**config.mk**
```make
export PLATFORM = sky130hd
export DESIGN_NAME = gpp_top
export DESIGN_NICKNAME = d
export VERILOG_FILES = /design/src/design/gpp_pkg.sv /design/src/design/gpp_top.sv /design/src/design/gpp_sync.sv
export SDC_FILE = /design/constraint.sdc
export NUM_CORES = 1
export LEC_CHECK = 0
export BUFFER_PORTS_ARGS = -buffer_cell sky130_fd_sc_hd__buf_2
export CAP_MARGIN = 20
export CORE_MARGIN = 1.5
export CORE_UTILIZATION = 40
export CTS_BUF_LIST = sky130_fd_sc_hd__clkbuf_4
export DETAILED_ROUTE_END_ITERATION = 8
export PLACE_DENSITY = 0.75
export REMOVE_ABC_BUFFERS = 1
export SETUP_SLACK_MARGIN = 0.1
export SYNTH_ARGS = -nofsm -noshare
export SYNTH_HDL_FRONTEND = slang
export SYNTH_SLANG_ARGS = --single-unit
```
**constraint.sdc**
```tcl
create_clock -name hclk -period 2.8 [get_ports hclk]
set_input_delay 0.84 -clock hclk [delete_from_list [all_inputs] [get_ports hclk]]
set_output_delay 0.84 -clock hclk [all_outputs]
set_load 0.01 [all_outputs]
```
**src/design/gpp_pkg.sv**
```systemverilog
// gpp_pkg: register map, field positions, carriers and state types of the port block
package gpp_pkg;

  // register byte offsets, decoded on haddr[7:0]
  localparam int         ADDR_W    = 8;
  localparam logic [7:0] A_P7_DAT  = 8'h00;
  localparam logic [7:0] A_P7_DIR  = 8'h04;
  localparam logic [7:0] A_P7_PUL  = 8'h08;
  localparam logic [7:0] A_PF_DAT  = 8'h0c;
  localparam logic [7:0] A_PF_DIR  = 8'h10;
  localparam logic [7:0] A_CTL     = 8'h14;

  // port widths and per-pin features
  localparam int         P7_W          = 8;
  localparam int         PF_W          = 3;
  localparam int         SYNC_W        = P7_W + PF_W;
  localparam logic [7:0] P7_OPEN_DRAIN = 8'h0c;
  localparam logic [7:0] P7_PULL_MASK  = 8'hf3;
  localparam logic [2:0] PF_OPEN_DRAIN = 3'h4;
  localparam int         PF_RST_BIT    = 2;

  // pins whose input may stay live in standby for wake-up
  localparam int P7_CNT_CLK_BIT = 4;
  localparam int P7_SER_CLK_BIT = 5;
  localparam int P7_SER_DIN_BIT = 7;

  // control register fields
  localparam int         CTL_SPL_BIT   = 0;
  localparam int         CTL_EXTERNAL_RESET_ENABLE_BIT = 1;
  localparam logic [7:0] CTL_MASK      = 8'h03;

  // reset values
  localparam logic [7:0]  RST_BYTE = 8'h00;
  localparam logic [31:0] RST_WORD = 32'h0000_0000;
  localparam logic        HRESP_OKAY = 1'b0;

  // bus phase state, one-hot
  typedef enum logic [3:0] {
    ST_IDLE  = 4'b0001,
    ST_WRITE = 4'b0010,
    ST_READ  = 4'b0100,
    ST_RDATA = 4'b1000
  } gpp_bus_st_t;

  typedef struct packed {
    logic        hsel;
    logic [31:0] haddr;
    logic [1:0]  htrans;
    logic        hwrite;
    logic [2:0]  hsize;
    logic [31:0] hwdata;
    logic        hready;
  } gpp_ahb_req_t;

  typedef struct packed {
    logic [31:0] hrdata;
    logic        hreadyout;
    logic        hresp;
  } gpp_ahb_rsp_t;

  typedef struct packed {
    logic [7:0] out;
    logic [7:0] oe;
    logic [7:0] pull;
  } gpp_p7_pad_t;

  typedef struct packed {
    logic [2:0] out;
    logic [2:0] oe;
  } gpp_pf_pad_t;

  typedef struct packed {
    logic [7:0] oe;
    logic [7:0] out;
  } gpp_periph_t;

endpackage : gpp_pkg

```
**src/design/gpp_top.sv**
```systemverilog
// gpp_top: eight-pin and three-pin general-purpose port with AHB-Lite registers
`timescale 1ns/1ps
module gpp_top (
  input  wire logic                  hclk,
  input  wire logic                  hresetn,
  input  wire gpp_pkg::gpp_ahb_req_t ahb_req,
  input  wire logic                  hrmw,
  output gpp_pkg::gpp_ahb_rsp_t      ahb_rsp,
  input  wire logic [7:0]            p7_pin_i,
  output gpp_pkg::gpp_p7_pad_t       p7_pad,
  input  wire logic [2:0]            pf_pin_i,
  output gpp_pkg::gpp_pf_pad_t       pf_pad,
  input  wire gpp_pkg::gpp_periph_t  p7_periph,
  output logic [7:0]                 p7_periph_in,
  output logic [2:0]                 pf_periph_in,
  input  wire logic                  standby_i,
  input  wire logic [2:0]            ext_irq_wake_en
);
  import gpp_pkg::*;

  typedef struct packed {
    gpp_bus_st_t  st;
    logic [7:0]   addr;
    logic         rmw;
    logic [31:0]  hrdata;
    logic [7:0]   p7_dat;
    logic [7:0]   p7_dir;
    logic [7:0]   p7_pul;
    logic [2:0]   pf_dat;
    logic [2:0]   pf_dir;
    logic [7:0]   ctl;
    gpp_p7_pad_t  p7_pad;
    gpp_pf_pad_t  pf_pad;
    logic [7:0]   p7_in;
    logic [2:0]   pf_in;
    logic         wr_seen;
  } gpp_top_st_t;

  gpp_top_st_t q;
  gpp_top_st_t d;

  logic [SYNC_W-1:0] pin_sync;
  logic              hiz;
  logic              take;
  logic [7:0]        wake_mask;
  logic [7:0]        p7_pin_c;
  logic [2:0]        pf_pin_c;
  logic [15:0]       p7_drv;
  logic [15:0]       pf_drv;
  logic [7:0]        p7_rd;
  logic [7:0]        pf_rd;

  // pad levels come from outside the clock domain
  gpp_sync #(
    .W (SYNC_W)
  ) u_sync (
    .hclk    (hclk),
    .hresetn (hresetn),
    .async_i ({pf_pin_i, p7_pin_i}),
    .sync_o  (pin_sync)
  );

  // read mux: latch for rmw reads and for port-driven pins, else the pin
  function automatic logic [7:0] port_read(
    input logic [7:0] latch,
    input logic [7:0] dir,
    input logic [7:0] poe,
    input logic [7:0] pin,
    input logic       rmw
  );
    logic [7:0] sel_pin;
    sel_pin = rmw ? RST_BYTE : (~dir | poe);
    return (latch & ~sel_pin) | (pin & sel_pin);
  endfunction : port_read

  // pad drive: {oe, out}; peripheral wins, open-drain high floats
  function automatic logic [15:0] pad_drive(
    input logic [7:0] dat,
    input logic [7:0] dir,
    input logic [7:0] poe,
    input logic [7:0] pout,
    input logic [7:0] od,
    input logic       float_all
  );
    logic [7:0] val;
    logic [7:0] en;
    val = (poe & pout) | (~poe & dat);
    en  = (dir | poe) & {8{~float_all}};
    en  = en & ~(od & val);
    return {en, val};
  endfunction : pad_drive

  // pins in standby stay high-impedance only when the state bit asks for it;
  // with the bit clear, nothing below reacts to standby at all
  assign hiz = standby_i & q.ctl[CTL_SPL_BIT];

  // wake-capable inputs with their ext_irq_wake_en bit set keep listening so an edge can still leave standby
  always_comb begin
    wake_mask                 = RST_BYTE;
    wake_mask[P7_CNT_CLK_BIT] = ext_irq_wake_en[0];
    wake_mask[P7_SER_CLK_BIT] = ext_irq_wake_en[1];
    wake_mask[P7_SER_DIN_BIT] = ext_irq_wake_en[2];
  end

  // blocked inputs read low; avoids leakage through a floating pad
  always_comb begin
    p7_pin_c = pin_sync[P7_W-1:0] & (hiz ? wake_mask : 8'hff);
    pf_pin_c = pin_sync[SYNC_W-1:P7_W] & {PF_W{~hiz}};
    if (q.ctl[CTL_EXTERNAL_RESET_ENABLE_BIT]) begin
      pf_pin_c[PF_RST_BIT] = 1'b0;
    end
  end

  // an address phase is taken only when the bus is ready
  assign take = ahb_req.hsel & ahb_req.htrans[1] & ahb_req.hready;

  // read values are formed from the state of the wait cycle
  assign p7_rd = port_read(q.p7_dat, q.p7_dir, p7_periph.oe, p7_pin_c, q.rmw);
  assign pf_rd = port_read({5'h00, q.pf_dat}, {5'h00, q.pf_dir}, RST_BYTE,
                           {5'h00, pf_pin_c}, q.rmw);

  // bus phases, register writes and pad state
  always_comb begin
    d = q;
    // data phase of a write: the latch stores whatever the direction
    if (q.st == ST_WRITE) begin
      d.wr_seen = 1'b1;
      unique case (q.addr)
        A_P7_DAT: d.p7_dat = ahb_req.hwdata[7:0];
        A_P7_DIR: d.p7_dir = ahb_req.hwdata[7:0];
        A_P7_PUL: d.p7_pul = ahb_req.hwdata[7:0] & P7_PULL_MASK;
        A_PF_DAT: d.pf_dat = ahb_req.hwdata[2:0];
        A_PF_DIR: d.pf_dir = ahb_req.hwdata[2:0];
        A_CTL:    d.ctl    = ahb_req.hwdata[7:0] & CTL_MASK;
        default:  d.wr_seen = 1'b1;
      endcase
    end
    unique case (q.st)
      ST_IDLE, ST_WRITE, ST_RDATA: begin
        if (take) begin
          d.addr = ahb_req.haddr[ADDR_W-1:0];
          d.rmw  = hrmw;
          d.st   = ahb_req.hwrite ? ST_WRITE : ST_READ;
        end else begin
          d.st = ST_IDLE;
        end
      end
      ST_READ: begin
        // one wait cycle lets a write in the previous data phase settle
        unique case (q.addr)
          A_P7_DAT: d.hrdata = {24'h000000, p7_rd};
          A_P7_DIR: d.hrdata = {24'h000000, q.p7_dir};
          A_P7_PUL: d.hrdata = {24'h000000, q.p7_pul};
          A_PF_DAT: d.hrdata = {24'h000000, pf_rd};
          A_PF_DIR: d.hrdata = {29'h00000000, q.pf_dir};
          A_CTL:    d.hrdata = {24'h000000, q.ctl};
          default:  d.hrdata = RST_WORD;
        endcase
        d.st = ST_RDATA;
      end
    endcase
    // pad outputs follow the next register values so a write shows at once;
    // formed inside this process so no net loops from d back into it
    p7_drv = pad_drive(d.p7_dat, d.p7_dir, p7_periph.oe, p7_periph.out,
                       P7_OPEN_DRAIN, hiz);
    pf_drv = pad_drive({5'h00, d.pf_dat}, {5'h00, d.pf_dir}, RST_BYTE,
                       RST_BYTE, {5'h00, PF_OPEN_DRAIN}, hiz);
    // pad state; the reset pin never drives while it serves as reset
    d.p7_pad.out = p7_drv[7:0];
    d.p7_pad.oe  = p7_drv[15:8];
    // pull-up drops whenever the pin is actively low
    d.p7_pad.pull = d.p7_pul & P7_PULL_MASK & ~(p7_drv[15:8] & ~p7_drv[7:0]);
    d.pf_pad.out = pf_drv[2:0];
    d.pf_pad.oe  = pf_drv[10:8];
    if (d.ctl[CTL_EXTERNAL_RESET_ENABLE_BIT]) begin
      d.pf_pad.oe[PF_RST_BIT] = 1'b0;
    end
    // peripheral inputs see the same blocked levels as port reads
    d.p7_in = p7_pin_c;
    d.pf_in = pf_pin_c;
  end

  // latches reset low; direction low makes every pin an input unless its peripheral drives it
  always_ff @(posedge hclk or negedge hresetn) begin
    if (!hresetn) begin
      q         <= '0;
      q.st      <= ST_IDLE;
      q.p7_dir  <= RST_BYTE;
      q.pf_dir  <= 3'h0;
    end else begin
      q <= d;
    end
  end

  // bus answer: only the read wait cycle stalls, response is always okay
  assign ahb_rsp.hreadyout = (q.st != ST_READ);
  assign ahb_rsp.hresp     = HRESP_OKAY;
  assign ahb_rsp.hrdata    = q.hrdata;
  assign p7_pad            = q.p7_pad;
  assign pf_pad            = q.pf_pad;
  assign p7_periph_in      = q.p7_in;
  assign pf_periph_in      = q.pf_in;
endmodule : gpp_top

```
**src/design/gpp_sync.sv**
```systemverilog
// gpp_sync: two-flop synchroniser for the pad input levels
`timescale 1ns/1ps
module gpp_sync #(
  parameter int W = 11
) (
  input  wire logic         hclk,
  input  wire logic         hresetn,
  input  wire logic [W-1:0] async_i,
  output logic      [W-1:0] sync_o
);

  typedef struct packed {
    logic [W-1:0] meta;
    logic [W-1:0] stable;
  } gpp_sync_st_t;

  gpp_sync_st_t q;
  gpp_sync_st_t d;

  // the meta stage feeds only the stable stage
  always_comb begin
    d.meta   = async_i;
    d.stable = q.meta;
  end

  always_ff @(posedge hclk or negedge hresetn) begin
    if (!hresetn) begin
      q <= '0;
    end else begin
      q <= d;
    end
  end

  assign sync_o = q.stable;

endmodule : gpp_sync

```
==> summary.md, run 1 <==
| Metric | Value |
|---|---|
| CTS tree | yes |
| Clock Pin Slew Worst Setup and Hold Paths | 0.16 ns |
| Period utilization | 0.886 |
| R2R setup slack | 0.45 ns |
| # rows | 39 |
| VDD IR max | 244 uV |
| Initial DRC count | 160 |
| Buffers & Inverters on Critical Path | 1 |
| FF-to-FF Start | q[116] |
| GRT Total Usage | 0.170 |
| Prevailing post-synth register cell | dfrtp_1 |
| Seq cells post-synth | 109 |
| Drt first pass iters | 4 |
| Max Root-Sink Buffers | 2 |
| Root buffer cell | clkbuf_4 |
| Startpoint types | flop |
| Critical path class | reg2out |
| Clk Latency, worst-skew pair | 0.47 ns |
| Setup violators final | 0 |
| Share of async-settable or async-resettable flops after synthesis | 1.00 |
| Leading area contributor after synthesis | dfrtp_1 |
| CTS buffer count | 9 |
| H-tree Lvls | 3 |
| Clk sinks | 109 |
| Number of vias per cell | 5.02 |
| WP data required | 1.96 ns |
| Worst Tran Pin Value | 0.970 ns |
| Reg-to-reg endpoint | p7_pad[7] |
| Hold Path Class | in2async |
| Die width | 113 um |
| Max incr delay on CP | 0.53 ns |
| Max Fanout on Critical Path | 4 |
| Total wire length | 10300 um |
| Leak | 0.00256 uW |
| Boundary Pins | 181 |
| Hold Vio Cnt, Final | 0 |
| CTS resizes | 0 |
| Vias | 3030 |
| Cell family with most CP delay | simple AND/OR/NAND/NOR gates |
| Setup crit start | q[124] |
| Power Total | 2960 uW |
| GRT overflow | 0 |
| Post-route setup TNS | 0 ns |
| Outcome | complete, no violations |
| Port-buffer cells | 101 |
| Yosys Warn Count | 0 |
| Post-Syn Instances | 384 |
| Mapped cell area | 0.00481 mm2 |
| DRC Markers | 0 |
| Fmax | 403 MHz |
| Post-route minimum period | 2.48 ns |
| Placer Congestion | 0.807 |
| Slew headroom | 0.352 |
| Die ar. | 0.0127 mm2 |
| Via count of the first global-routing pass | 3101 |
| Die H | 113 um |
| Cell chain of the critical path | or4_1 > buf_2 |
| Top-area cell type share of the netlist area | 0.561 |
| Post-CTS setup buffer count | 0 |
| RSZ-0062 raised after global routing | false |
| Pre-CTS setup slack | 0.507 ns |
| Setup Skew | 0.0170 ns |
| Post-CTS Hold Fix Bufs | 0 |
| Seq/Total Area, Yosys | 0.567 |
| Post-synth cell types | 47 |
| Initial antenna violation count | 0 |
| Routed wire length per instance | 17.0 um |
| First-pass GRT wire length | 16200 um |
| Fill count | 1069 |
| Worst path arrival time | 1.64 ns |
| Max cap viols | 0 |
| Fraction of layout cells with a size suffix above 1 | 0.377 |
| Synth area leaders | dfrtp_1 56%, buf_4 12%, mux2_2 8.7% |
| Core Footprint | 0.0116 mm2 |
| Post-synth EDFFs | 0 |
| R2R cell count | 4 |
| Final WS setup | 0.320 ns |
| Area grow syn2layout | 8.94% |
| Mean Syn Cell Area | 12.5 um2 |
| CP max stage cell | or4_1 |
| Initial core utilization | 0.416 |
| Largest net degree at the start of global routing | 47 |
| Final nets | 562 |
| Diode count | 0 |
| Antenna-violating nets left | 0 |
| Critical Path End Type | output port |
| Hpwl dp | 7510 um |
| Pwr dens | 565 mW/mm2 |
| Pins over their slew limit | 0 |
[cells in the mapped netlist (all sizes together), types with 2 or more instances]
library cell and instances:
and2 13, inv 18, mux2i 18, and3 5
nand2 7, nor2 9, o31a 7, o21ai 6
a2bb2oi 2, nor4b 3, clkbuf 5, mux2 37
buf 74, a22oi 7, dfrtp 108, o21a 4
a41o 2, nor4 2, nand3 4, o41a 5
nor3 2, nand2b 2, nand4 2, o22ai 5
nor2b 2, a22o 4, a21oi 17
[state kept, by name, indices dropped and copies added, names as in the netlist]
name,flops
pf_pad,6
p7_pad,22
u_sync.sync_o,11
pf_periph_in,3
ahb_rsp,8
q,40
u_sync.d,11
p7_periph_in,8
[layout make-up]
class                           count  area [um2]  share of cell area
Timing Repair Buffer              114         618               0.118
Clock buffer                        9        67.6              0.0129
Multi-Input combinational cell    204        1540               0.294
Inverter                           18        67.6              0.0129
Clock inverter                      7        42.5             0.00811
Tap cell                          143         179              0.0341
Sequential cell                   109        2730               0.520
[worst max-delay path by stage]
stage	to	slack, ns	depth (start not counted)
after floorplan	ahb_rsp[1]	0.87	1
after global placement	p7_pad[4]	0.55	4
after detailed placement	p7_pad[7]	0.51	4
after CTS	ahb_rsp[1]	0.28	2
after global routing	ahb_rsp[1]	0.25	2
final	ahb_rsp[1]	0.32	2
[through the flow]
| stage | utilization | instance area, um2 | hold WS [ns] | cells |
|---|---|---|---|---|
| 3_5_place_dp | 0.444 | 5130 | 0.336 | 588 |
| 5_1_grt | 0.453 | 5240 | 0.357 | 604 |
| 4_1_cts | 0.453 | 5240 | 0.336 | 604 |
| 2_1_floorplan | - | 4340 | 0.331 | 331 |
| 6_report | 0.453 | 5240 | 0.357 | 604 |
| 3_3_place_gp | 0.444 | 5130 | 0.333 | 588 |
[metal layers]
metal | global-route usage | part of all wire
met1 | 0.222 | 0.43
met2 | 0.278 | 0.49
met5 | 0 | 0
met4 | 0.0481 | 0.011
met3 | 0.0487 | 0.060
[layout by cell type, fill, tap and decap left out, types with 3 or more instances in the layout]
master,instances
o21a_1,4
a22o_1,4
dfrtp_1,108
a22oi_1,7
o31a_1,7
nand3_1,3
and2_1,13
o21ai_0,6
nand2_1,6
buf_2,100
mux2i_1,18
conb_1,27
a21oi_1,17
mux2_2,37
inv_1,18
o41a_1,5
buf_4,13
o22ai_1,5
clkbuf_4,9
nor2_1,9
[cell families after synthesis]
logic type / after synthesis / synth area share
flops: 109 / 0.567
buf+inv: 97 / 0.133
compound gates: 65 / 0.0972
simple gates: 56 / 0.0759
mux: 55 / 0.124
xor+xnor: 1 / 0.00182
other cells: 1 / 0.000779
[report_power, final]
| group | switching, uW | internal (uW) |
|---|---|---|
| clock network | 504 | 177 |
| logic | 269 | 225 |
| registers | 94.3 | 1690 |
No activity file was read; power rests on OpenSTA's default activity.
==> inputs of run 2 (changes only) <==
Settings changed: CELL_PAD_IN_SITES_DETAIL_PLACEMENT set to 2, CELL_PAD_IN_SITES_GLOBAL_PLACEMENT set to 2, CORE_UTILIZATION 40 to 29, PLACE_DENSITY 0.75 to 0.87.
Clock period 2.8 ns to 2.06 ns, I/O delays scaled along.
==> run 2 against run 1 <==
Net effect:
- the run now ends with setup timing left
- via count is 7.6% higher
- worst hold slack worse by 0.31 ns
- first-iteration DRC count is 53% lower
- critical path depth unchanged
- sequential share of layout area down 5.0 points
- die area grew 37%
- clock power grew 43%
- largest cell class unchanged
- largest power group unchanged
- highest routed layer unchanged
==> summary.md, run 2 (synthesis results as in run 1) <==
| Metric | Value |
|---|---|
| GRT overflow | 0 |
| Core Footprint | 0.0161 mm2 |
| Commonest non-fill, non-tap cell in the layout | dfrtp_1 |
| WP data required | 1.44 ns |
| R2R cell count | 9 |
| Leak | 0.00282 uW |
| Hold Vio Cnt, Final | 0 |
| Outcome | finished, violations left |
| Max Root-Sink Buffers | 2 |
| Fraction of layout cells with a size suffix above 1 | 0.457 |
| Violated checks | setup timing |
| Power Total | 4210 uW |
| Period utilization | 1.08 |
| Pins over their slew limit | 0 |
| Worst path arrival time | 1.61 ns |
| Port-buffer cells | 101 |
| Final nets | 593 |
| Die ar. | 0.0174 mm2 |
| Pre-CTS setup slack | -0.0652 ns |
| Antenna-violating nets left | 0 |
| Startpoint types | flop |
| Number of vias per cell | 4.60 |
| Fmax | 449 MHz |
| Placer Congestion | 0.809 |
| # rows | 46 |
| GRT Total Usage | 0.163 |
| Reg-to-reg endpoint | p7_pad[0] |
| VDD IR max | 278 uV |
| H-tree Lvls | 3 |
| Reg with most FFs | q |
| Post-route minimum period | 2.23 ns |
| Via count of the first global-routing pass | 3728 |
| Final WS setup | -0.166 ns |
| CTS buffer count | 9 |
| Clk Latency, worst-skew pair | 0.49 ns |
| Hpwl dp | 10400 um |
| RSZ-0062 raised after global routing | true |
| Setup Skew | 0.0164 ns |
| Initial DRC count | 76 |
| Setup violators final | 14 |
| Largest net degree at the start of global routing | 32 |
| CTS tree | yes |
| Critical path class | reg2out |
| DRC Markers | 0 |
| Clk sinks | 109 |
| R2R setup slack | -0.12 ns |
| Slew headroom | 0.574 |
| Critical Path End Type | output port |
| Root buffer cell | clkbuf_4 |
| Post-route setup TNS | -0.962 ns |
| Boundary Pins | 181 |
| Max cap viols | 0 |
| FF-to-FF Start | q[124] |
| Routed wire length per instance | 20.0 um |
| Drt first pass iters | 6 |
| Clock Pin Slew Worst Setup and Hold Paths | 0.16 ns |
| Most frequent cells in the layout | 106 x dfrtp_1, 99 x buf_2, 32 x buf_4, 27 x conb_1, 21 x mux2_2 |
| Die width | 132 um |
| Total wire length | 14200 um |
| Die H | 132 um |
| Max Fanout on Critical Path | 2 |
| Pwr dens | 724 mW/mm2 |
| Area grow syn2layout | 20.6% |
| Initial antenna violation count | 1 |
| Hold Path Class | in2async |
| Vias | 3261 |
| Worst Tran Pin Value | 0.638 ns |
| Initial core utilization | 0.300 |
| Max FFs per register | 40 |
| First-pass GRT wire length | 21500 um |
| Post-CTS Hold Fix Bufs | 0 |
==> run 2: timing repair <==
| action | in CTS | in global routing |
|---|---|---|
| hold endpoints to repair | 0 | 0 |
| endpoints found under the setup margin | 26 | 32 |
| gates resized for setup | 14 | 39 |
| pin swaps | 4 | 5 |
| buffers inserted | 9 | 12 |
==> run 2: final cells by class <==
type,instances,area [um2]
antenna,1,2.50
fill,1703,10300
timing repair buffer,145,911
inverter,18,67.6
tap,216,270
multi-input combinational,204,1710
clock buffer,9,67.6
clock inverter,7,41.3
sequential,109,2730
==> run 2: worst max-delay path by stage <==
stage / slack [ns] / start / end / cells after the start
floorplan: 0.17 / q[117] / p7_pad[0] / 4
global placement: 0.02 / q[116] / p7_pad[0] / 6
detailed placement: -0.07 / q[116] / p7_pad[1] / 6
CTS: -0.21 / q[123] / ahb_rsp[1] / 3
finish: -0.17 / q[122] / ahb_rsp[1] / 2
global route: -0.23 / q[122] / ahb_rsp[1] / 2
==> run 2: per-layer routing <==
layer / up-vias / part of all wire / global-route usage
met2: 80 / 0.53 / 0.289
met1: 1710 / 0.42 / 0.196
met3: 16 / 0.030 / 0.0327
met5: - / 0 / 0
met4: 0 / 0.018 / 0.0611
li1: 1455 / - / -
==> run 2: metrics by stage <==
step / utilization / instances / instance area, um2 / hold WS (ns)
2_1_floorplan: - / 331 / 4340 / 0.322
3_3_place_gp: 0.331 / 672 / 5320 / 0.334
3_5_place_dp: 0.331 / 672 / 5320 / 0.339
4_1_cts: 0.346 / 697 / 5560 / 0.0382
5_1_grt: 0.362 / 709 / 5810 / 0.0390
6_report: 0.362 / 709 / 5810 / 0.0516
==> run 2: worst max-delay path, cell delays in order, from the launching register on <==
cell and delay [ns]:
dfrtp_1 0.42, or4_4 0.55, buf_6 0.14
==> run 2: where the power goes <==
| group | internal, uW | leakage [uW] | switching [uW] | total (uW) |
|---|---|---|---|---|
| Clock | 243 | 0.0000656 | 730 | 973 |
| Sequential | 2300 | 0.00130 | 139 | 2440 |
| Combinational | 361 | 0.00145 | 430 | 790 |
